--- config.mk ---
export PLATFORM = sky130hd
export DESIGN_NAME = csp_unit
export DESIGN_NICKNAME = d
export VERILOG_FILES = /design/src/verilog/csp_pkg.sv /design/src/verilog/csp_unit.sv
export SDC_FILE = /design/constraint.sdc
export NUM_CORES = 1
export LEC_CHECK = 0
export ABC_AREA = 1
export BUFFER_PORTS_ARGS = -buffer_cell sky130_fd_sc_hd__buf_2
export CORE_MARGIN = 1
export CORE_UTILIZATION = 49
export CTS_BUF_LIST = sky130_fd_sc_hd__clkbuf_8
export CTS_CLUSTER_SIZE = 24
export DETAILED_ROUTE_END_ITERATION = 7
export PLACE_DENSITY = 0.72
export SLEW_MARGIN = 10
export SYNTH_ARGS = -nofsm -noshare
export SYNTH_HDL_FRONTEND = slang
export SYNTH_SLANG_ARGS = --single-unit
--- constraint.sdc ---
create_clock -name sys_clk -period 3.2 [get_ports sys_clk]
set_clock_uncertainty 0.05 [all_clocks]
set_input_delay 0.48 -clock sys_clk [delete_from_list [all_inputs] [get_ports sys_clk]]
set_output_delay 0.48 -clock sys_clk [all_outputs]
set_load 0.02 [all_outputs]
--- src/verilog/csp_pkg.sv ---
// Overview of operation
// - Special-trigger mode: a match resets the Timer1 count and starts an enabled conversion.
// - Special-trigger mode never drives the output pin.
// - Trigger output asserts in the cycle the Timer1 count equals the compare pair.
// - Timer1 clears on its next clock tick after the match, not at it.
// - A trigger-caused Timer1 clear never sets the Timer1 overflow flag.
// - If the compare pair changes so the match is gone, the Timer1 clear is skipped.
// - Compare and timers depend on the system clock and stop during sleep.
// - PWM mode drives a pulse-width waveform with up to 10 bits of resolution.
// - Pin drives only with direction bit clear; zero control register releases the pin.
// - PWM period is (period value + 1) times 4 Tosc times prescale ratio.
// - Step after count equals period: clear count, set pin unless duty 0, load duty.
// - The Timer2 postscaler never changes the PWM period.
// - Duty value is compare low register as MSBs and duty low bits as LSBs.
// - Duty writes are taken anytime but only used at the next period match.
// - In PWM mode the compare high register is read-only to software.
// - Active duty is held in compare high plus a hidden 2-bit latch.
// - Time base is Timer2 count joined with two oscillator or prescaler bits.
// - When the time base equals the active duty, the pin goes low.
// - High time equals duty times Tosc times prescale ratio.
// - A mode field of zero turns the unit off and resets its internal state.
package csp_pkg;

  // Register offsets
  localparam logic [3:0] CSP_OFF_CTRL = 4'h0;
  localparam logic [3:0] CSP_OFF_CMP_LO = 4'h1;
  localparam logic [3:0] CSP_OFF_CMP_HI = 4'h2;
  localparam logic [3:0] CSP_OFF_T1_LO = 4'h3;
  localparam logic [3:0] CSP_OFF_T1_HI = 4'h4;
  localparam logic [3:0] CSP_OFF_T2_CNT = 4'h5;
  localparam logic [3:0] CSP_OFF_PERIOD = 4'h6;
  localparam logic [3:0] CSP_OFF_T2_CTRL = 4'h7;
  localparam logic [3:0] CSP_OFF_FLAGS = 4'h8;
  localparam logic [3:0] CSP_OFF_AUX = 4'h9;

  // Field positions
  localparam int CSP_CTRL_DUTY_LSB = 4;
  localparam int CSP_T2_RUN_BIT = 2;
  localparam int CSP_T2_POST_LSB = 3;
  localparam int CSP_FLAG_T1_OVF = 0;
  localparam int CSP_FLAG_T2_MATCH = 1;
  localparam int CSP_AUX_T1_RUN = 0;
  localparam int CSP_AUX_PIN_DIR = 1;

  // Reset values
  localparam logic [7:0] CSP_RST_ZERO = 8'h00;
  localparam logic [7:0] CSP_RST_PERIOD = 8'hff;
  localparam logic [7:0] CSP_RST_AUX = 8'h02;

  // Timing: one oscillator period per sys_clk, four per instruction step
  localparam int CSP_CLK_NS = 50;
  localparam int CSP_TOSC_NS = 50;
  localparam int CSP_TOSC_CYC = (CSP_TOSC_NS + CSP_CLK_NS - 1) / CSP_CLK_NS;
  localparam logic [1:0] CSP_INSTR_LAST = 2'h3;

  // Unit modes kept by this block
  typedef enum logic [3:0] {
    CSP_MODE_OFF = 4'h0,
    CSP_MODE_SPECIAL = 4'hb,
    CSP_MODE_PWM = 4'hc
  } csp_mode_t;

  // Timer2 prescale selections
  typedef enum logic [1:0] {
    CSP_PRE_1 = 2'h0,
    CSP_PRE_4 = 2'h1,
    CSP_PRE_16 = 2'h2
  } csp_pre_t;

endpackage

--- src/verilog/csp_unit.sv ---
// Added by the designer: strobed register access and the address map.
`timescale 1ns/10ps
`default_nettype none
module csp_unit
  import csp_pkg::*;
#(
  parameter int ADDR_W = 4
) (
  // Clock and reset
  input wire logic sys_clk,
  input wire logic sys_rst,
  // Register port
  input wire logic [ADDR_W-1:0] regAddr,
  input wire logic [7:0] regWrData,
  input wire logic regWr,
  input wire logic regRd,
  output logic [7:0] regRdData,
  // Chip context
  input wire logic sleepMode,
  input wire logic adcEnabled,
  // Trigger events
  output logic specialTrigger,
  output logic adcStart,
  // Output pin
  output logic pinOut,
  output logic pinOe
);

  // Write decode, shared by every register
  function automatic logic wrHit(input logic [ADDR_W-1:0] a, input logic [3:0] off);
    wrHit = (a == ADDR_W'(off));
  endfunction

  // Terminal count of the Fosc prescaler: 4 * ratio - 1
  function automatic logic [5:0] preLast(input logic [1:0] sel);
    if (sel == CSP_PRE_1) begin
      preLast = 6'h03;
    end else if (sel == CSP_PRE_4) begin
      preLast = 6'h0f;
    end else begin
      preLast = 6'h3f;
    end
  endfunction

  // PWM when both upper mode bits are set
  function automatic logic isPwm(input logic [3:0] m);
    isPwm = (m[3:2] == 2'b11);
  endfunction

  logic [3:0] unitMode_reg;
  logic [1:0] dutyLowBits_reg;
  logic [7:0] cmpLow_reg;
  logic [7:0] cmpHigh_reg;
  logic [15:0] t1Count_reg;
  logic [1:0] t1Div_reg;
  logic [7:0] t2Count_reg;
  logic [5:0] t2Pre_reg;
  logic [7:0] period_reg;
  logic [1:0] t2PreSel_reg;
  logic t2Run_reg;
  logic [3:0] t2PostSel_reg;
  logic [3:0] t2PostCnt_reg;
  logic t1Ovf_reg;
  logic t2Match_reg;
  logic t1Run_reg;
  logic pinDir_reg;
  logic [1:0] dutyLatch_reg;
  logic pwmLevel_reg;

  logic pwmMode;
  logic specialMode;
  logic t1Tick;
  logic t2Step;
  logic periodReload;
  logic postDone;
  logic [9:0] dutyNext;
  logic [9:0] activeDuty;
  logic [9:0] timeBase;
  logic [1:0] baseLow;
  logic t1Wrap;
  logic baseStep;

  assign pwmMode = isPwm(unitMode_reg);
  assign specialMode = (unitMode_reg == CSP_MODE_SPECIAL);
  assign dutyNext = {cmpLow_reg, dutyLowBits_reg};
  assign activeDuty = {cmpHigh_reg, dutyLatch_reg};

  // Trigger is combinational so it rises in the matching cycle
  assign specialTrigger = specialMode && !sleepMode &&
                          (t1Count_reg == {cmpHigh_reg, cmpLow_reg});
  assign adcStart = specialTrigger && adcEnabled;

  // Timer1 runs on the instruction rate, halted in sleep
  assign t1Tick = t1Run_reg && !sleepMode && (t1Div_reg == CSP_INSTR_LAST);
  assign t1Wrap = t1Tick && !specialTrigger && (t1Count_reg == 16'hffff);

  always_ff @(posedge sys_clk) begin
    if (sys_rst || !t1Run_reg) begin
      t1Div_reg <= 2'h0;
    end else if (!sleepMode) begin
      t1Div_reg <= t1Div_reg + 2'h1;
    end
  end

  // Timer1 count; a held match clears it on the next tick only
  always_ff @(posedge sys_clk) begin
    if (sys_rst) begin
      t1Count_reg <= 16'h0000;
    end else if (regWr && wrHit(regAddr, CSP_OFF_T1_LO)) begin
      t1Count_reg[7:0] <= regWrData;
    end else if (regWr && wrHit(regAddr, CSP_OFF_T1_HI)) begin
      t1Count_reg[15:8] <= regWrData;
    end else if (t1Tick) begin
      if (specialTrigger) begin
        t1Count_reg <= 16'h0000;
      end else begin
        t1Count_reg <= t1Count_reg + 16'h0001;
      end
    end
  end

  // Timer2 prescaler counts Fosc cycles; a count write restarts it
  assign t2Step = t2Run_reg && !sleepMode && (t2Pre_reg == preLast(t2PreSel_reg));
  assign periodReload = t2Step && (t2Count_reg == period_reg);

  always_ff @(posedge sys_clk) begin
    if (sys_rst || !t2Run_reg || (regWr && wrHit(regAddr, CSP_OFF_T2_CNT))) begin
      t2Pre_reg <= 6'h00;
    end else if (t2Step) begin
      t2Pre_reg <= 6'h00;
    end else if (!sleepMode) begin
      t2Pre_reg <= t2Pre_reg + 6'h01;
    end
  end

  // Timer2 count wraps at the period value
  always_ff @(posedge sys_clk) begin
    if (sys_rst) begin
      t2Count_reg <= 8'h00;
    end else if (regWr && wrHit(regAddr, CSP_OFF_T2_CNT)) begin
      t2Count_reg <= regWrData;
    end else if (periodReload) begin
      t2Count_reg <= 8'h00;
    end else if (t2Step) begin
      t2Count_reg <= t2Count_reg + 8'h01;
    end
  end

  // Postscaler only paces the match flag, never the period
  assign postDone = periodReload && (t2PostCnt_reg == t2PostSel_reg);

  always_ff @(posedge sys_clk) begin
    if (sys_rst || postDone) begin
      t2PostCnt_reg <= 4'h0;
    end else if (periodReload) begin
      t2PostCnt_reg <= t2PostCnt_reg + 4'h1;
    end
  end

  // Low time-base bits follow the prescaler stage of the chosen ratio
  always_comb begin
    if (t2PreSel_reg == CSP_PRE_1) begin
      baseLow = t2Pre_reg[1:0];
    end else if (t2PreSel_reg == CSP_PRE_4) begin
      baseLow = t2Pre_reg[3:2];
    end else begin
      baseLow = t2Pre_reg[5:4];
    end
  end
  assign timeBase = {t2Count_reg, baseLow};

  // Time base steps on the coming edge; the pin flop looks one step ahead.
  // A registered compare against the present value would stretch every
  // pulse by one time-base step, so the clear is timed to land on the step.
  always_comb begin
    if (!t2Run_reg || sleepMode) begin
      baseStep = 1'b0;
    end else if (t2PreSel_reg == CSP_PRE_1) begin
      baseStep = 1'b1;
    end else if (t2PreSel_reg == CSP_PRE_4) begin
      baseStep = (t2Pre_reg[1:0] == 2'h3);
    end else begin
      baseStep = (t2Pre_reg[3:0] == 4'hf);
    end
  end

  // Control and compare registers
  always_ff @(posedge sys_clk) begin
    if (sys_rst) begin
      unitMode_reg <= CSP_MODE_OFF;
      dutyLowBits_reg <= 2'h0;
      cmpLow_reg <= CSP_RST_ZERO;
      period_reg <= CSP_RST_PERIOD;
      t2PreSel_reg <= CSP_PRE_1;
      t2Run_reg <= 1'b0;
      t2PostSel_reg <= 4'h0;
      t1Run_reg <= 1'b0;
      pinDir_reg <= CSP_RST_AUX[CSP_AUX_PIN_DIR];
    end else if (regWr) begin
      if (wrHit(regAddr, CSP_OFF_CTRL)) begin
        unitMode_reg <= regWrData[3:0];
        dutyLowBits_reg <= regWrData[CSP_CTRL_DUTY_LSB +: 2];
      end else if (wrHit(regAddr, CSP_OFF_CMP_LO)) begin
        cmpLow_reg <= regWrData;
      end else if (wrHit(regAddr, CSP_OFF_PERIOD)) begin
        period_reg <= regWrData;
      end else if (wrHit(regAddr, CSP_OFF_T2_CTRL)) begin
        t2PreSel_reg <= regWrData[1:0];
        t2Run_reg <= regWrData[CSP_T2_RUN_BIT];
        t2PostSel_reg <= regWrData[CSP_T2_POST_LSB +: 4];
      end else if (wrHit(regAddr, CSP_OFF_AUX)) begin
        t1Run_reg <= regWrData[CSP_AUX_T1_RUN];
        pinDir_reg <= regWrData[CSP_AUX_PIN_DIR];
      end
    end
  end

  // Compare high: software owned outside PWM, duty buffer inside it
  always_ff @(posedge sys_clk) begin
    if (sys_rst) begin
      cmpHigh_reg <= CSP_RST_ZERO;
    end else if (pwmMode) begin
      if (periodReload) begin
        cmpHigh_reg <= cmpLow_reg;
      end
    end else if (regWr && wrHit(regAddr, CSP_OFF_CMP_HI)) begin
      cmpHigh_reg <= regWrData;
    end
  end

  // Hidden duty LSB latch and PWM level
  always_ff @(posedge sys_clk) begin
    if (sys_rst || unitMode_reg == CSP_MODE_OFF || !pwmMode) begin
      dutyLatch_reg <= 2'h0;
      pwmLevel_reg <= 1'b0;
    end else if (periodReload) begin
      dutyLatch_reg <= dutyLowBits_reg;
      pwmLevel_reg <= (dutyNext != 10'h000);
    end else if (baseStep && (timeBase == activeDuty - 10'h001)) begin
      pwmLevel_reg <= 1'b0;
    end
  end

  // Sticky flags; a set in the same cycle beats the write-one clear
  always_ff @(posedge sys_clk) begin
    if (sys_rst) begin
      t1Ovf_reg <= 1'b0;
      t2Match_reg <= 1'b0;
    end else begin
      if (t1Wrap) begin
        t1Ovf_reg <= 1'b1;
      end else if (regWr && wrHit(regAddr, CSP_OFF_FLAGS) && regWrData[CSP_FLAG_T1_OVF]) begin
        t1Ovf_reg <= 1'b0;
      end
      if (postDone) begin
        t2Match_reg <= 1'b1;
      end else if (regWr && wrHit(regAddr, CSP_OFF_FLAGS) &&
                   regWrData[CSP_FLAG_T2_MATCH]) begin
        t2Match_reg <= 1'b0;
      end
    end
  end

  // Pin drives only in PWM with the direction bit clear
  assign pinOut = pwmLevel_reg;
  assign pinOe = pwmMode && !pinDir_reg;

  // Read data one cycle after the strobe; unmapped reads zero
  always_ff @(posedge sys_clk) begin
    if (sys_rst) begin
      regRdData <= CSP_RST_ZERO;
    end else if (regRd) begin
      if (wrHit(regAddr, CSP_OFF_CTRL)) begin
        regRdData <= {2'b00, dutyLowBits_reg, unitMode_reg};
      end else if (wrHit(regAddr, CSP_OFF_CMP_LO)) begin
        regRdData <= cmpLow_reg;
      end else if (wrHit(regAddr, CSP_OFF_CMP_HI)) begin
        regRdData <= cmpHigh_reg;
      end else if (wrHit(regAddr, CSP_OFF_T1_LO)) begin
        regRdData <= t1Count_reg[7:0];
      end else if (wrHit(regAddr, CSP_OFF_T1_HI)) begin
        regRdData <= t1Count_reg[15:8];
      end else if (wrHit(regAddr, CSP_OFF_T2_CNT)) begin
        regRdData <= t2Count_reg;
      end else if (wrHit(regAddr, CSP_OFF_PERIOD)) begin
        regRdData <= period_reg;
      end else if (wrHit(regAddr, CSP_OFF_T2_CTRL)) begin
        regRdData <= {1'b0, t2PostSel_reg, t2Run_reg, t2PreSel_reg};
      end else if (wrHit(regAddr, CSP_OFF_FLAGS)) begin
        regRdData <= {6'h00, t2Match_reg, t1Ovf_reg};
      end else if (wrHit(regAddr, CSP_OFF_AUX)) begin
        regRdData <= {6'h00, pinDir_reg, t1Run_reg};
      end else begin
        regRdData <= CSP_RST_ZERO;
      end
    end
  end

  logic t1Wr;
  assign t1Wr = regWr && (wrHit(regAddr, CSP_OFF_T1_LO) || wrHit(regAddr, CSP_OFF_T1_HI));
endmodule
`default_nettype wire

## After elaboration in Yosys (flattened, before gate mapping)

Index checks and enable logic that the tools add are counted.

| word-level totals | value |
|---|---|
| bits in registers | 88 |
| bits of input ports | 18 |
| output and inout port bits | 12 |
| word-level logic and storage cells | 142 |

| operators by class | value |
|---|---|
| add/subtract/negate cells | 6 |
| eq/ne operators | 23 |
| mux-type cells | 34 |
| bitwise operators | 5 |
| reductions and logical operators | 53 |

Operators by type and width:

| cell | count |
|---|---|
| 8-bit 2-to-1 mux | 16 |
| 16-bit 2-to-1 mux | 2 |
| 1-bit logical AND | 20 |
| 16-bit by 1-bit adder with 16-bit output (second input constant) | 1 |
| 16-bit == test | 1 |
| 16-bit == test (second input constant) | 1 |
| 4-bit by 3-bit == test with 1-bit output (second input constant) | 4 |
| 4-bit == test (second input constant) | 4 |
| 6-bit 2-to-1 mux | 2 |
| 2-bit nonzero test | 6 |
| 10-bit == test | 1 |
| 10-bit nonzero test | 1 |
| 10-bit by 1-bit subtractor with 10-bit output (second input constant) | 1 |
| 1-bit 2-to-1 mux | 9 |
| 8-bit by 1-bit adder with 8-bit output (second input constant) | 1 |
| 4-bit by 2-bit == test with 1-bit output (second input constant) | 2 |
| 8-bit == test | 1 |
| 4-bit zero test | 2 |
| 2-bit 2-to-1 mux | 4 |
| 2-bit AND reduction | 4 |
| 1-bit logical OR | 7 |
| 7-bit 2-to-1 mux | 1 |
| 6-bit by 1-bit adder with 6-bit output (second input constant) | 1 |
| 2-bit == test (second input constant) | 3 |
| other kinds (17) | 26 |

## Depth between registers and ports, before layout

| depth | value |
|---|---|
| depth after elaboration | 11 |
| gate-level depth with buffers | 13 |
| gate-level depth less buffers | 13 |

## Worst setup path after synthesis

No wires, ideal clock.

| timing path | value |
|---|---|
| kind | input to output |
| from | input sleepMode |
| to | output adcStart |
| data arrival time | 1.537 ns |
| data required time | 2.670 ns |
| setup slack | 1.133 ns |
| stages on the path | 6 |
| path buffers | 1 |
| cells stage by stage | buf_2 -> inv_1 -> nand4_1 -> nor3_1 -> nand3_1 -> nor2_1 |

| on the way | value |
|---|---|
| cells in the longest elaborated chain, start to end | 4 |

Ends and longest elaborated chain:

| item | RTL line | RTL |
|---|---|---|
| from (decl) | csp_unit.sv:19 | `input wire logic sleepMode,` |
| 1-bit zero test | - |  |
| 1-bit logical AND (2 in series) | csp_unit.sv:89 | `assign specialTrigger = specialMode && !sleepMode &&` |
| 1-bit logical AND | csp_unit.sv:91 | `assign adcStart = specialTrigger && adcEnabled;` |
| to (decl) | csp_unit.sv:23 | `output logic adcStart,` |

Every way passes these cells.

## Final worst setup path

| timing path | value |
|---|---|
| from | register cmpHigh_reg[2] |
| to | output adcStart |

| on the way | value |
|---|---|
| cells in the longest elaborated chain, start to end | 3 |

Ends and longest elaborated chain:

| item | RTL line | RTL |
|---|---|---|
| from (decl) | csp_unit.sv:53 | `logic [7:0] cmpHigh_reg;` |
| from (signal assigned) | csp_unit.sv:224 | `cmpHigh_reg <= cmpLow_reg;` |
| from (signal assigned) | csp_unit.sv:227 | `cmpHigh_reg <= regWrData;` |
| 16-bit == test | csp_unit.sv:90 | `(t1Count_reg == {cmpHigh_reg, cmpLow_reg});` |
| 1-bit logical AND | csp_unit.sv:89 |  |
| 1-bit logical AND | csp_unit.sv:91 |  |

Every way passes these cells.

==> out/metrics.cfg <==
[run_status]
status=complete, but fails checks
failed_checks=DRC

[logic_synthesis]
async_flop_share_pct=0
synth-main-ff-cell=dfxtp_1
syn_nets=939
yosys_warnings=0
ys_seq_area_share_pct=30.1
synth_area_mm2=0.00585
synth_top_area_share_pct=30.1
synthCells=915
synth_area_per_cell_um2=6.40
synth_area_leaders=dfxtp_1, nand2_1, a21oi_1
ys_seq_elements=88
synth_top_area_cell=dfxtp_1
synth.lib_cells_used.distinct=39
synth_edf_count=0

[critical_path]
timing.rr.start=t1Count_reg[3]
rrSetupSlack_ps=1150
critical_path_class=reg2out
cp.required_ps=2670
crit_arrival_ps=2020
r2r-end=t1Count_reg[10]
reg2regPathDepth=11
cp_max_fo=6
cp-start-kind=register
endpoint_kind=output port

[pwr]
seq_power_share_pct=51.3
combPwrFrac_pct=11.6
clkPwrFrac_pct=37.1
p_leak_nw=2.81
p_per_area_mw_per_mm2=357
p_int_mw=1.59
p_total_mw=2.23
peakVddDrop_v=0.000356
p_switching_mw=0.634
power_switching_share_pct=28.5

[sta]
whs_ps=355
rsz0062_at_grt=no
worst_slew_pin_slew_ps=618
fmax_mhz=392
finalCriticalPeriod_ps=2550
min_period_over_period_pct=79.7
tns_ps=0
slew_headroom_pct=58.7
setup_ws_ps=649
slew_violations=0
finalHoldViolations=0
setup_viol=0

[grt]
grt_pass1_vias=5553
antenna_found_initial=0
grt_max_degree=30
grt_pass1_wl_um=29200
overflow=0
track_usage_pct=30.7

[cts]
clkTransAtPathRegs_ps=90
clkLatencyLatePin_ps=390
cts_setup_buffers=0
cts_tree=yes
cts_buffer_depth=2
root_buffer=clkbuf_8
htreeDepth=3
cts.sinks=88
cts_buffers=9
cts_resized=0
holdBufCountCts=0

[finish]
final_util_pct=54.2
layout_common_cells=nand2_1, inv_1, a21oi_1
nNetsFinal=954
n_antenna_cell=0
final_area_mm2=0.00624
drive_above_1_share_pct=9.53
layout_commonest_cell=nand2_1
layout.cells.non_filler=1077
largest_register_ffs=16
area_growth_pct=6.58

[detailed_routing]
wl_um=18600
vias_per_cell=5.73
vias=6167
drc=2
wl_per_cell_um=17.2
dr.pass1.iters=7
ant_nets=0
drt_iter0_markers=549

[placed_design]
dp.cells=1062
pre_cts_ws_ps=957
hpwl_um=13800
port_buffers=29
dpl_cell_area_mm2=0.00603
place.gp.congestion=0.994

[hold_path]
min_to=t1Div_reg[1]
hold_depth=3
hold_start=sleepMode
hold_path.class=in2reg

[die]
rows=39
io_pins=30
die_x_um=111
start_util_pct=50.8
dieHeight_um=111
core_area_mm2=0.0115
die-area_mm2=0.0124

[run]
cap_violations=0

-- worst max-delay path: stages (launching register included) --
cell and delay [ps]:
dfxtp_1 480, inv_1 180, nand2_1 110, nand2_1 50, nor2_1 80, nand4_1 90, nor2_1 110, nand3_1 200
nor2_1 150, buf_2 180
-- layer usage --
metal / vias to the layer above / wire length (µm) / part of all wire (%) / GRT usage, %
li1: 3045 / - / - / -
met5: - / 0 / 0 / 0
met4: 0 / 600 / 3.2 / 11.7
met3: 52 / 1690 / 9.1 / 8.15
met2: 272 / 8240 / 44 / 48.8
met1: 2798 / 8030 / 43 / 39.5
-- logic make-up (layout without fill, tap and decap cells) --
logic type / Yosys count / after routing / synth area share [%]
DFF: 88 / 88 / 30.1
adders and majority gates: 6 / 6 / 1.28
AOI/OAI and AO/OA: 209 / 209 / 19.1
xor gates and xnor gates: 33 / 33 / 4.94
buffers and inverters: 162 / 181 / 11.7
and+or+nand+nor: 417 / 417 / 32.9
-- worst max-delay path by stage --
stage | startpoint | endpoint | slack (ps) | cells after the start
after global routing | cmpHigh_reg[2] | adcStart | 440 | 9
after detailed placement | sleepMode | adcStart | 960 | 7
final | cmpHigh_reg[2] | adcStart | 650 | 9
after CTS | cmpHigh_reg[2] | adcStart | 670 | 9
after global placement | sleepMode | adcStart | 1010 | 7
after floorplan | sleepMode | adcStart | 1130 | 6
-- Yosys cell counts (6+ instances only) --
library cell,count
inv_1,122
clkbuf_1,10
ha_1,6
nand3_1,57
nand2_1,204
buf_2,12
inv_2,7
nor3_1,11
dfxtp_1,88
nand4_1,38
o21ai_0,77
a21oi_1,106
nor2_1,78
o22ai_1,9
xor2_1,29
buf_6,7
-- power by group through the flow --
| stage | clock [mW] | combinational, mW | sequential, mW |
|---|---|---|---|
| 6_report | 0.827 | 0.259 | 1.14 |
| 5_1_grt | 0.878 | 0.286 | 1.14 |
| 4_1_cts | 0.837 | 0.254 | 1.14 |
| 3_5_place_dp | 0 | 0.253 | 1.17 |
| 3_3_place_gp | 0 | 0.251 | 1.17 |
| 2_1_floorplan | 0 | 0.169 | 1.16 |
-- area by class of cell --
type                       count  area (µm²)
tap                          143         179
inverter                     131         497
clock inverter                 4        53.8
fill                        1230        5280
sequential                    88        1760
multi-input combinational    665        3410
timing repair buffer          35         190
clock buffer                  11         151
(Power assumes the default switching activity.)
